===== config.mk =====
export PLATFORM = sky130hd
export DESIGN_NAME = conditional_branch_unit
export DESIGN_NICKNAME = d
export VERILOG_FILES = /design/src/design/branch_pkg.sv /design/src/design/cond_if.sv /design/src/design/conditional_branch_unit.sv /design/src/design/branch_cond_eval.sv
export SDC_FILE = /design/constraint.sdc
export NUM_CORES = 1
export LEC_CHECK = 0
export BUFFER_PORTS_ARGS = -buffer_cell sky130_fd_sc_hd__buf_2
export CELL_PAD_IN_SITES_DETAIL_PLACEMENT = 0
export CELL_PAD_IN_SITES_GLOBAL_PLACEMENT = 1
export CORE_MARGIN = 10
export CORE_UTILIZATION = 41
export CTS_CLUSTER_DIAMETER = 150
export DETAILED_ROUTE_END_ITERATION = 10
export PLACE_DENSITY_LB_ADDON = 0.12
export SYNTH_ARGS = -nofsm -noshare
export SYNTH_HDL_FRONTEND = slang
export SYNTH_SLANG_ARGS = --single-unit

===== constraint.sdc =====
create_clock -name clk -period 3 [get_ports clk]
set_input_delay 0 -clock clk [delete_from_list [all_inputs] [get_ports clk]]
set_output_delay 0 -clock clk [all_outputs]
set_load 0.02 [all_outputs]

===== src/design/branch_pkg.sv =====
// Shared constants and types of the conditional branch unit
package branch_pkg;

  // ****************************************
  // Widths
  // ****************************************
  localparam int WORD_W = 16;
  localparam int DISP_W = 8;
  localparam int FLAGS_W = 16;

  // ****************************************
  // Flag word bit positions
  // ****************************************
  localparam int CARRY_BIT = 0;
  localparam int PARITY_BIT = 2;
  localparam int ZERO_BIT = 6;
  localparam int SIGN_BIT = 7;
  localparam int OVERFLOW_BIT = 11;

  // ****************************************
  // Values
  // ****************************************
  localparam logic [WORD_W-1:0] COUNT_ZERO = 16'h0000;
  localparam logic [WORD_W-1:0] WORD_RESET = 16'h0000;
  localparam logic [FLAGS_W-1:0] FLAGS_RESET = 16'h0000;

  // ****************************************
  // Conditions and jump forms
  // ****************************************
  typedef enum logic [3:0] {
    CND_COUNT_ZERO,
    CND_EQUAL,
    CND_GREATER,
    CND_GREATER_EQ,
    CND_LESS,
    CND_LESS_EQ,
    CND_NO_CARRY,
    CND_NOT_EQUAL,
    CND_NO_OVERFLOW,
    CND_NO_SIGN,
    CND_PARITY_CLEAR,
    CND_ALWAYS
  } cond_t;

  typedef enum logic [2:0] {
    FORM_SHORT,
    FORM_NEAR,
    FORM_FAR,
    FORM_MEM_NEAR,
    FORM_MEM_FAR,
    FORM_REG
  } jform_t;

endpackage


===== src/design/cond_if.sv =====
// Condition request and verdict between the branch unit and its evaluator
`timescale 1ns/1ps
interface cond_if;
  import branch_pkg::*;
  cond_t op;
  logic [FLAGS_W-1:0] flags;
  logic [WORD_W-1:0] count;
  logic taken;

  modport evaluator (
    input op,
    input flags,
    input count,
    output taken
  );

  modport requester (
    output op,
    output flags,
    output count,
    input taken
  );
endinterface


===== src/design/conditional_branch_unit.sv =====
// Branch resolution for short conditional jumps and the unconditional jump
`timescale 1ns/1ps
module conditional_branch_unit (
  input wire logic clk,
  input wire logic rst_n,
  input wire logic reqValid,
  output logic reqReady,
  input wire branch_pkg::cond_t reqCond,
  input wire branch_pkg::jform_t reqForm,
  input wire logic [branch_pkg::WORD_W-1:0] nextIp,
  input wire logic [branch_pkg::DISP_W-1:0] shortDisp,
  input wire logic [branch_pkg::WORD_W-1:0] nearDisp,
  input wire logic [branch_pkg::WORD_W-1:0] absTarget,
  input wire logic [branch_pkg::WORD_W-1:0] farSelector,
  input wire logic [branch_pkg::WORD_W-1:0] farOffset,
  input wire logic [branch_pkg::WORD_W-1:0] countReg,
  input wire logic [branch_pkg::FLAGS_W-1:0] flagsIn,
  input wire logic [branch_pkg::WORD_W-1:0] codeSeg,
  output logic doneValid,
  output logic branchTaken,
  output logic [branch_pkg::WORD_W-1:0] newIp,
  output logic [branch_pkg::WORD_W-1:0] newCs,
  output logic csLoad,
  output logic [branch_pkg::FLAGS_W-1:0] flagsOut
);
  import branch_pkg::*;

  // ****************************************
  // State
  // ****************************************
  typedef enum logic {
    ST_IDLE,
    ST_EVAL
  } state_t;

  state_t state_ff;
  state_t nxt_state;
  cond_t cond_ff;
  jform_t form_ff;
  logic [WORD_W-1:0] nextIp_ff;
  logic [DISP_W-1:0] disp_ff;
  logic [WORD_W-1:0] nearDisp_ff;
  logic [WORD_W-1:0] absTarget_ff;
  logic [WORD_W-1:0] farSel_ff;
  logic [WORD_W-1:0] farOff_ff;
  logic [WORD_W-1:0] count_ff;
  logic [FLAGS_W-1:0] flags_ff;
  logic [WORD_W-1:0] codeSeg_ff;
  logic doneValid_ff;
  logic taken_ff;
  logic [WORD_W-1:0] newIp_ff;
  logic [WORD_W-1:0] newCs_ff;
  logic csLoad_ff;
  logic [FLAGS_W-1:0] flagsOut_ff;

  // ****************************************
  // Handshake decode
  // ****************************************
  wire logic accept = reqValid && reqReady;
  wire logic evaluating = (state_ff == ST_EVAL);

  assign reqReady = (state_ff == ST_IDLE);
  assign nxt_state = accept ? ST_EVAL : ST_IDLE;

  // ****************************************
  // Condition evaluator
  // ****************************************
  cond_if cif ();

  assign cif.op = cond_ff;
  assign cif.flags = flags_ff;
  assign cif.count = count_ff;

  branch_cond_eval u_eval (
    .cif(cif)
  );

  // ****************************************
  // Target arithmetic
  // ****************************************
  // Wraps modulo 64K, as the pointer does within a segment
  wire logic [WORD_W-1:0] sextDisp = {{(WORD_W-DISP_W){disp_ff[DISP_W-1]}}, disp_ff};
  wire logic [WORD_W-1:0] shortTarget = nextIp_ff + sextDisp;
  wire logic [WORD_W-1:0] nearTarget = nextIp_ff + nearDisp_ff;
  wire logic isAlways = (cond_ff == CND_ALWAYS);
  wire logic isFar = (form_ff == FORM_FAR) || (form_ff == FORM_MEM_FAR);
  wire logic isShortForm = (form_ff == FORM_SHORT);
  wire logic isNearForm = (form_ff == FORM_NEAR);

  // Register and memory-pointer near forms carry an absolute offset
  wire logic [WORD_W-1:0] alwaysTarget = isFar ? farOff_ff :
                                         isShortForm ? shortTarget :
                                         isNearForm ? nearTarget : absTarget_ff;
  wire logic [WORD_W-1:0] condTarget = cif.taken ? shortTarget : nextIp_ff;
  wire logic [WORD_W-1:0] resolvedIp = isAlways ? alwaysTarget : condTarget;
  wire logic loadSegment = isAlways && isFar;
  wire logic [WORD_W-1:0] resolvedCs = loadSegment ? farSel_ff : codeSeg_ff;

  // ****************************************
  // Sequencer
  // ****************************************
  always_ff @(posedge clk)
  begin
    if (!rst_n)
      state_ff <= ST_IDLE;
    else
      state_ff <= nxt_state;
  end

  // Operands are frozen at acceptance so the caller may move on at once
  always_ff @(posedge clk)
  begin
    if (!rst_n)
    begin
      cond_ff <= CND_ALWAYS;
      form_ff <= FORM_SHORT;
      nextIp_ff <= WORD_RESET;
      disp_ff <= '0;
      nearDisp_ff <= WORD_RESET;
      absTarget_ff <= WORD_RESET;
    end
    else if (accept)
    begin
      cond_ff <= reqCond;
      form_ff <= reqForm;
      nextIp_ff <= nextIp;
      disp_ff <= shortDisp;
      nearDisp_ff <= nearDisp;
      absTarget_ff <= absTarget;
    end
  end

  always_ff @(posedge clk)
  begin
    if (!rst_n)
    begin
      farSel_ff <= WORD_RESET;
      farOff_ff <= WORD_RESET;
      count_ff <= WORD_RESET;
      flags_ff <= FLAGS_RESET;
      codeSeg_ff <= WORD_RESET;
    end
    else if (accept)
    begin
      farSel_ff <= farSelector;
      farOff_ff <= farOffset;
      count_ff <= countReg;
      flags_ff <= flagsIn;
      codeSeg_ff <= codeSeg;
    end
  end

  // ****************************************
  // Result registers
  // ****************************************
  always_ff @(posedge clk)
  begin
    if (!rst_n)
      doneValid_ff <= 1'b0;
    else
      doneValid_ff <= evaluating;
  end

  // Results hold their value until the next resolution
  always_ff @(posedge clk)
  begin
    if (!rst_n)
    begin
      taken_ff <= 1'b0;
      newIp_ff <= WORD_RESET;
      newCs_ff <= WORD_RESET;
      csLoad_ff <= 1'b0;
      flagsOut_ff <= FLAGS_RESET;
    end
    else if (evaluating)
    begin
      taken_ff <= cif.taken;
      newIp_ff <= resolvedIp;
      newCs_ff <= resolvedCs;
      csLoad_ff <= loadSegment;
      flagsOut_ff <= flags_ff;
    end
  end

  assign doneValid = doneValid_ff;
  assign branchTaken = taken_ff;
  assign newIp = newIp_ff;
  assign newCs = newCs_ff;
  assign csLoad = csLoad_ff;
  assign flagsOut = flagsOut_ff;

  // ****************************************
  // Checks
  // ****************************************
  wire logic inZero = flagsIn[ZERO_BIT];
  wire logic inSign = flagsIn[SIGN_BIT];
  wire logic inOver = flagsIn[OVERFLOW_BIT];
  wire logic inCarry = flagsIn[CARRY_BIT];
  wire logic inParity = flagsIn[PARITY_BIT];
  wire logic reqFar = (reqForm == FORM_FAR) || (reqForm == FORM_MEM_FAR);
  wire logic [WORD_W-1:0] reqShortTarget = nextIp + {{(WORD_W-DISP_W){shortDisp[DISP_W-1]}}, shortDisp};

  a_count_zero: assert property (@(posedge clk) disable iff (!rst_n)
    accept && reqCond == CND_COUNT_ZERO |-> ##2 doneValid && branchTaken == ($past(countReg, 2) == COUNT_ZERO))
    else $error("count-zero jump decided wrongly");

  a_short_target: assert property (@(posedge clk) disable iff (!rst_n)
    accept && reqCond != CND_ALWAYS |-> ##2 !branchTaken || newIp == $past(reqShortTarget, 2))
    else $error("short jump target is not pointer plus displacement");

  a_equal_cond: assert property (@(posedge clk) disable iff (!rst_n)
    accept && reqCond == CND_EQUAL |-> ##2 branchTaken == $past(inZero, 2))
    else $error("equal jump decided wrongly");

  a_greater_cond: assert property (@(posedge clk) disable iff (!rst_n)
    accept && reqCond == CND_GREATER |->
      ##2 branchTaken == (($past(inSign, 2) == $past(inOver, 2)) && !$past(inZero, 2)))
    else $error("greater jump decided wrongly");

  a_greater_eq_cond: assert property (@(posedge clk) disable iff (!rst_n)
    accept && reqCond == CND_GREATER_EQ |->
      ##2 branchTaken == ($past(inSign, 2) == $past(inOver, 2)))
    else $error("greater-or-equal jump decided wrongly");

  a_less_cond: assert property (@(posedge clk) disable iff (!rst_n)
    accept && reqCond == CND_LESS |->
      ##2 branchTaken == ($past(inSign, 2) != $past(inOver, 2)))
    else $error("less jump decided wrongly");

  a_less_eq_cond: assert property (@(posedge clk) disable iff (!rst_n)
    accept && reqCond == CND_LESS_EQ |->
      ##2 branchTaken == (($past(inSign, 2) != $past(inOver, 2)) || $past(inZero, 2)))
    else $error("less-or-equal jump decided wrongly");

  a_always_taken: assert property (@(posedge clk) disable iff (!rst_n)
    accept && reqCond == CND_ALWAYS && reqFar |->
      ##2 branchTaken && csLoad && newCs == $past(farSelector, 2) && newIp == $past(farOffset, 2))
    else $error("far jump did not load selector and offset");

  a_no_carry_cond: assert property (@(posedge clk) disable iff (!rst_n)
    accept && reqCond == CND_NO_CARRY |-> ##2 branchTaken == !$past(inCarry, 2))
    else $error("no-carry jump decided wrongly");

  a_not_equal_cond: assert property (@(posedge clk) disable iff (!rst_n)
    accept && reqCond == CND_NOT_EQUAL |-> ##2 branchTaken == !$past(inZero, 2))
    else $error("not-equal jump decided wrongly");

  a_no_overflow_cond: assert property (@(posedge clk) disable iff (!rst_n)
    accept && reqCond == CND_NO_OVERFLOW |-> ##2 branchTaken == !$past(inOver, 2))
    else $error("no-overflow jump decided wrongly");

  a_no_sign_cond: assert property (@(posedge clk) disable iff (!rst_n)
    accept && reqCond == CND_NO_SIGN |-> ##2 branchTaken == !$past(inSign, 2))
    else $error("no-sign jump decided wrongly");

  a_parity_clear_cond: assert property (@(posedge clk) disable iff (!rst_n)
    accept && reqCond == CND_PARITY_CLEAR |-> ##2 branchTaken == !$past(inParity, 2))
    else $error("parity-clear jump decided wrongly");

  a_flags_untouched: assert property (@(posedge clk) disable iff (!rst_n)
    accept |-> ##2 doneValid && flagsOut == $past(flagsIn, 2))
    else $error("jump altered the flag word");

  a_fall_through: assert property (@(posedge clk) disable iff (!rst_n)
    accept && reqCond != CND_ALWAYS |-> ##2 branchTaken || (newIp == $past(nextIp, 2) && !csLoad))
    else $error("untaken jump did not fall through");

  a_intra_segment: assert property (@(posedge clk) disable iff (!rst_n)
    accept && reqCond == CND_ALWAYS && !reqFar |-> ##2 !csLoad && newCs == $past(codeSeg, 2))
    else $error("intra-segment jump changed the code segment");

  a_done_pulse: assert property (@(posedge clk) disable iff (!rst_n)
    doneValid |-> $past(evaluating) ##1 !doneValid)
    else $error("completion is not a single-cycle pulse");

  a_busy_refuse: assert property (@(posedge clk) disable iff (!rst_n)
    accept |=> !reqReady ##1 reqReady)
    else $error("unit took no single busy cycle after a request");

  // Results must stand between completions so the fetch path may read them late
  a_results_held: assert property (@(posedge clk) disable iff (!rst_n)
    $past(rst_n) && !doneValid |->
      $stable(newIp) && $stable(newCs) && $stable(csLoad) && $stable(branchTaken) && $stable(flagsOut))
    else $error("results changed without a completion");

  a_cond_segment: assert property (@(posedge clk) disable iff (!rst_n)
    accept && reqCond != CND_ALWAYS |-> ##2 !csLoad && newCs == $past(codeSeg, 2))
    else $error("conditional jump touched the code segment");

endmodule


===== src/design/branch_cond_eval.sv =====
// Combinational evaluation of the branch conditions
`timescale 1ns/1ps
module branch_cond_eval (
  cond_if.evaluator cif
);
  import branch_pkg::*;

  wire logic carryFlag = cif.flags[CARRY_BIT];
  wire logic parityFlag = cif.flags[PARITY_BIT];
  wire logic zeroFlag = cif.flags[ZERO_BIT];
  wire logic signFlag = cif.flags[SIGN_BIT];
  wire logic overflowFlag = cif.flags[OVERFLOW_BIT];
  wire logic signMatch = (signFlag == overflowFlag);
  wire logic countIsZero = (cif.count == COUNT_ZERO);

  always_comb
  begin
    unique case (cif.op)
      CND_COUNT_ZERO: cif.taken = countIsZero;
      CND_EQUAL: cif.taken = zeroFlag;
      CND_GREATER: cif.taken = signMatch && !zeroFlag;
      CND_GREATER_EQ: cif.taken = signMatch;
      CND_LESS: cif.taken = !signMatch;
      CND_LESS_EQ: cif.taken = !signMatch || zeroFlag;
      CND_NO_CARRY: cif.taken = !carryFlag;
      CND_NOT_EQUAL: cif.taken = !zeroFlag;
      CND_NO_OVERFLOW: cif.taken = !overflowFlag;
      CND_NO_SIGN: cif.taken = !signFlag;
      CND_PARITY_CLEAR: cif.taken = !parityFlag;
      CND_ALWAYS: cif.taken = 1'b1;
      default: cif.taken = 1'b0;
    endcase
  end
endmodule


==> metrics.yaml <==
run:
  cap_violations: 0
worst_setup_path:
  worst_setup_path_start_kind: "flip-flop"
  required_ns: 3.39
  cp-endpoint: "newIp[14]"
  r2r_slack_ns: 0.13
  crit_path_end_kind: "flip-flop"
  r2r-start: "nextIp_ff[0]"
  crit_arrival_ns: 3.27
  worstPathMaxFanout: 4
  cp-startpoint: "nextIp_ff[0]"
  timing.rr.end: "newIp[14]"
  ff2ff_path_depth: 10
  critPathKind: "reg -> reg"
cells_and_area:
  layout_commonest_cell: "nand2_1"
  nNetsFinal: 1646
  nFillCells: 2208
  final_cell_mix: "nand2_1, buf_2, dfxtp_1"
  area_growth_pct: 36.3
  finalCoreUtilization_pct: 56.3
  layout-drive-gt1-share_pct: 18.4
yosys:
  synth_seq_area_share_pct: 40.5
  synth_adder_area_share_pct: 4.31
  synth_compound_area_share_pct: 23.8
  yosysUniqueCellTypes: 63
  synth.area.mux_share_pct: 5.19
  syn_area_per_cell_sq_um: 8.37
  synth_area_sq_um: 9640
  yosys_most_used_dff: "dfxtp_1"
  synth_cells: 1152
  yosys.area_share.xor_xnor_pct: 2.73
  synth-seq-cells: 195
  synth-edff-count: 0
  syn-num-nets: 1330
  async_flop_share_pct: 0
  yosysWarnings: 0
  synth_top_family_by_area: "compound AO/OA/AOI/OAI gates"
  synth-simple-area-share_pct: 19.4
sta:
  final.setup_skew_ns: 0.0198
  max_clock_freq_mhz: 348
  setup_tns_ns: 0
  layout_worst_path_cycle_share_pct: 95.7
  finalHoldViolations: 0
  finalSetupViolCount: 0
  min_period_ns: 2.87
  slew_headroom_pct: 35.4
  report.final.slew_viol_count: 0
  worstMarginPinSlew_ns: 0.969
  rsz0062_at_grt: "false"
clock_network:
  cts_htree_levels: 4
  cts.sinks: 195
  cts-buffers-inserted: 17
  cts_setup_buffers: 0
  clkTransAtPathRegs_ns: 0.09
  cts_buffer_depth: 2
  clk_latency_ns: 0.45
  cts_tree: "yes"
  cts_root_buffer: "clkbuf_16"
outcome:
  status: "finished clean"
grt:
  grt_pass1_wl_mm: 49.3
  antenna_found_initial: 6
  grtUsageTotal_pct: 19.8
  first_global_vias: 9432
  gr-total-overflow: 0
  grt_max_degree: 113
power_and_ir_drop:
  power_density_nw_per_um2: 490
  p_leak_nw: 5.71
  netSwitchingPower_mw: 1.98
  p_clk_share_pct: 37.2
  peakVddDrop_uv: 351
  intPower_mw: 4.46
  swShare_pct: 30.7
  power_frac_seq_pct: 44.3
  p_comb_share_pct: 18.6
route:
  drt_pre_antenna_iters: 5
  drt-initial-drc-count: 397
  totalWireLength_mm: 29.7
  avgViaCountPerCell: 5.00
  wl_per_cell_um: 16.5
  vias: 9038
  final_antenna_net_count: 0
  drc: 0
min_path:
  min_path_type: "in -> reg"
placement:
  dpl.hpwl_mm: 20.3
  globalplace.congestion: 0.904
  io_buffers: 197
floorplanning:
  fp-row-count: 56
  die-area_sq_um: 30000
  ioPinCount: 198
  initial_utilization_pct: 41.3
  die_h_um: 173
  dieWidth_um: 173
  core_area_sq_um: 23300
## power by group through the flow
stage / clock, mW / sequential [mW] / combinational (mW)
2_1_floorplan: 0 / 2.92 / 0.654
3_3_place_gp: 0 / 2.91 / 1.02
3_5_place_dp: 0 / 2.91 / 1.02
4_1_cts: 2.45 / 2.85 / 1.19
5_1_grt: 2.56 / 2.87 / 1.33
6_report: 2.39 / 2.85 / 1.20
## through the flow
step                worst slack [ns]  std cells  area, sq um  total power [mW]  hold slack [ns]
floorplan                      0.286       1152         9640              3.57            0.124
global placement              0.0564       1612        10900              3.93            0.213
detailed placement            0.0131       1612        10900              3.94            0.227
CTS                           0.0173       1800        13100              6.49           0.0677
global route                  0.0234       1806        13100              6.77            0.100
finish                         0.128       1806        13100              6.44           0.0794
## worst max-delay path: stages (launching register included)
cell	delay, ns
dfxtp_1	0.35
ha_1	0.26
fa_2	0.38
a211oi_2	0.26
o21ai_1	0.13
a2111o_1	0.47
nand4_1	0.09
o211ai_1	0.14
xnor2_2	0.19
a2111oi_2	0.38
a211o_1	0.17
## worst min path at each step
| stage | endpoint | startpoint | cells past startpoint | slack (ns) |
|---|---|---|---|---|
| 2_1_floorplan | cif.op[3] | reqCond[3] | 2 | 0.12 |
| 3_3_place_gp | cif.op[0] | reqCond[0] | 3 | 0.21 |
| 3_5_place_dp | cif.op[3] | reqCond[3] | 3 | 0.23 |
| 4_1_cts | cif.flags[14] | reqValid | 4 | 0.07 |
| 5_1_grt | farOff_ff[2] | reqValid | 4 | 0.10 |
| 6_report | farOff_ff[3] | reqValid | 4 | 0.08 |
## kinds of logic (layout without fill, tap and decap cells)
logic type,count (synthesis),after routing
mux,50,50
xor+xnor,30,30
buf+inv,89,418
fa+ha+maj,32,32
compound gates,315,315
simple gates,441,441
other cells,0,6
flops,195,195
## metal layers
layer	track usage, %	vias to the layer above	wire length, um
li1	-	4635	-
met2	33.1	192	14300
met5	0	-	0
met1	24.4	4182	13400
met3	5.64	29	1700
met4	5.07	0	427
## cell usage after synthesis (all sizes together) (19+ instances only)
cell	n	area, sq um
nor2b	24	150
mux2i	50	500
a21oi	34	170
ha	30	375
a21boi	141	1060
dfxtp	195	3900
o21ai	34	170
nand2	333	1250
nor2	25	101
clkbuf	60	225
buf	19	125
## final cells by class
| class | count | area (sq um) | share of cell area (%) |
|---|---|---|---|
| Timing Repair Buffer | 376 | 2740 | 20.8 |
| Multi-Input combinational cell | 868 | 5410 | 41.2 |
| Clock inverter | 14 | 195 | 1.49 |
| Inverter | 10 | 37.5 | 0.286 |
| Tap cell | 319 | 399 | 3.04 |
| Clock buffer | 18 | 439 | 3.34 |
| Antenna cell | 6 | 15.0 | 0.114 |
| Sequential cell | 195 | 3910 | 29.7 |
## timing repair
item | CTS | global route
gates resized for setup | 1 | 10
setup endpoints to repair | 1 | 3
pin swaps | 0 | 1
hold buffers | 156 | 0
endpoints found under the hold margin | 146 | 0
No activity file was read; power rests on OpenSTA's default activity.
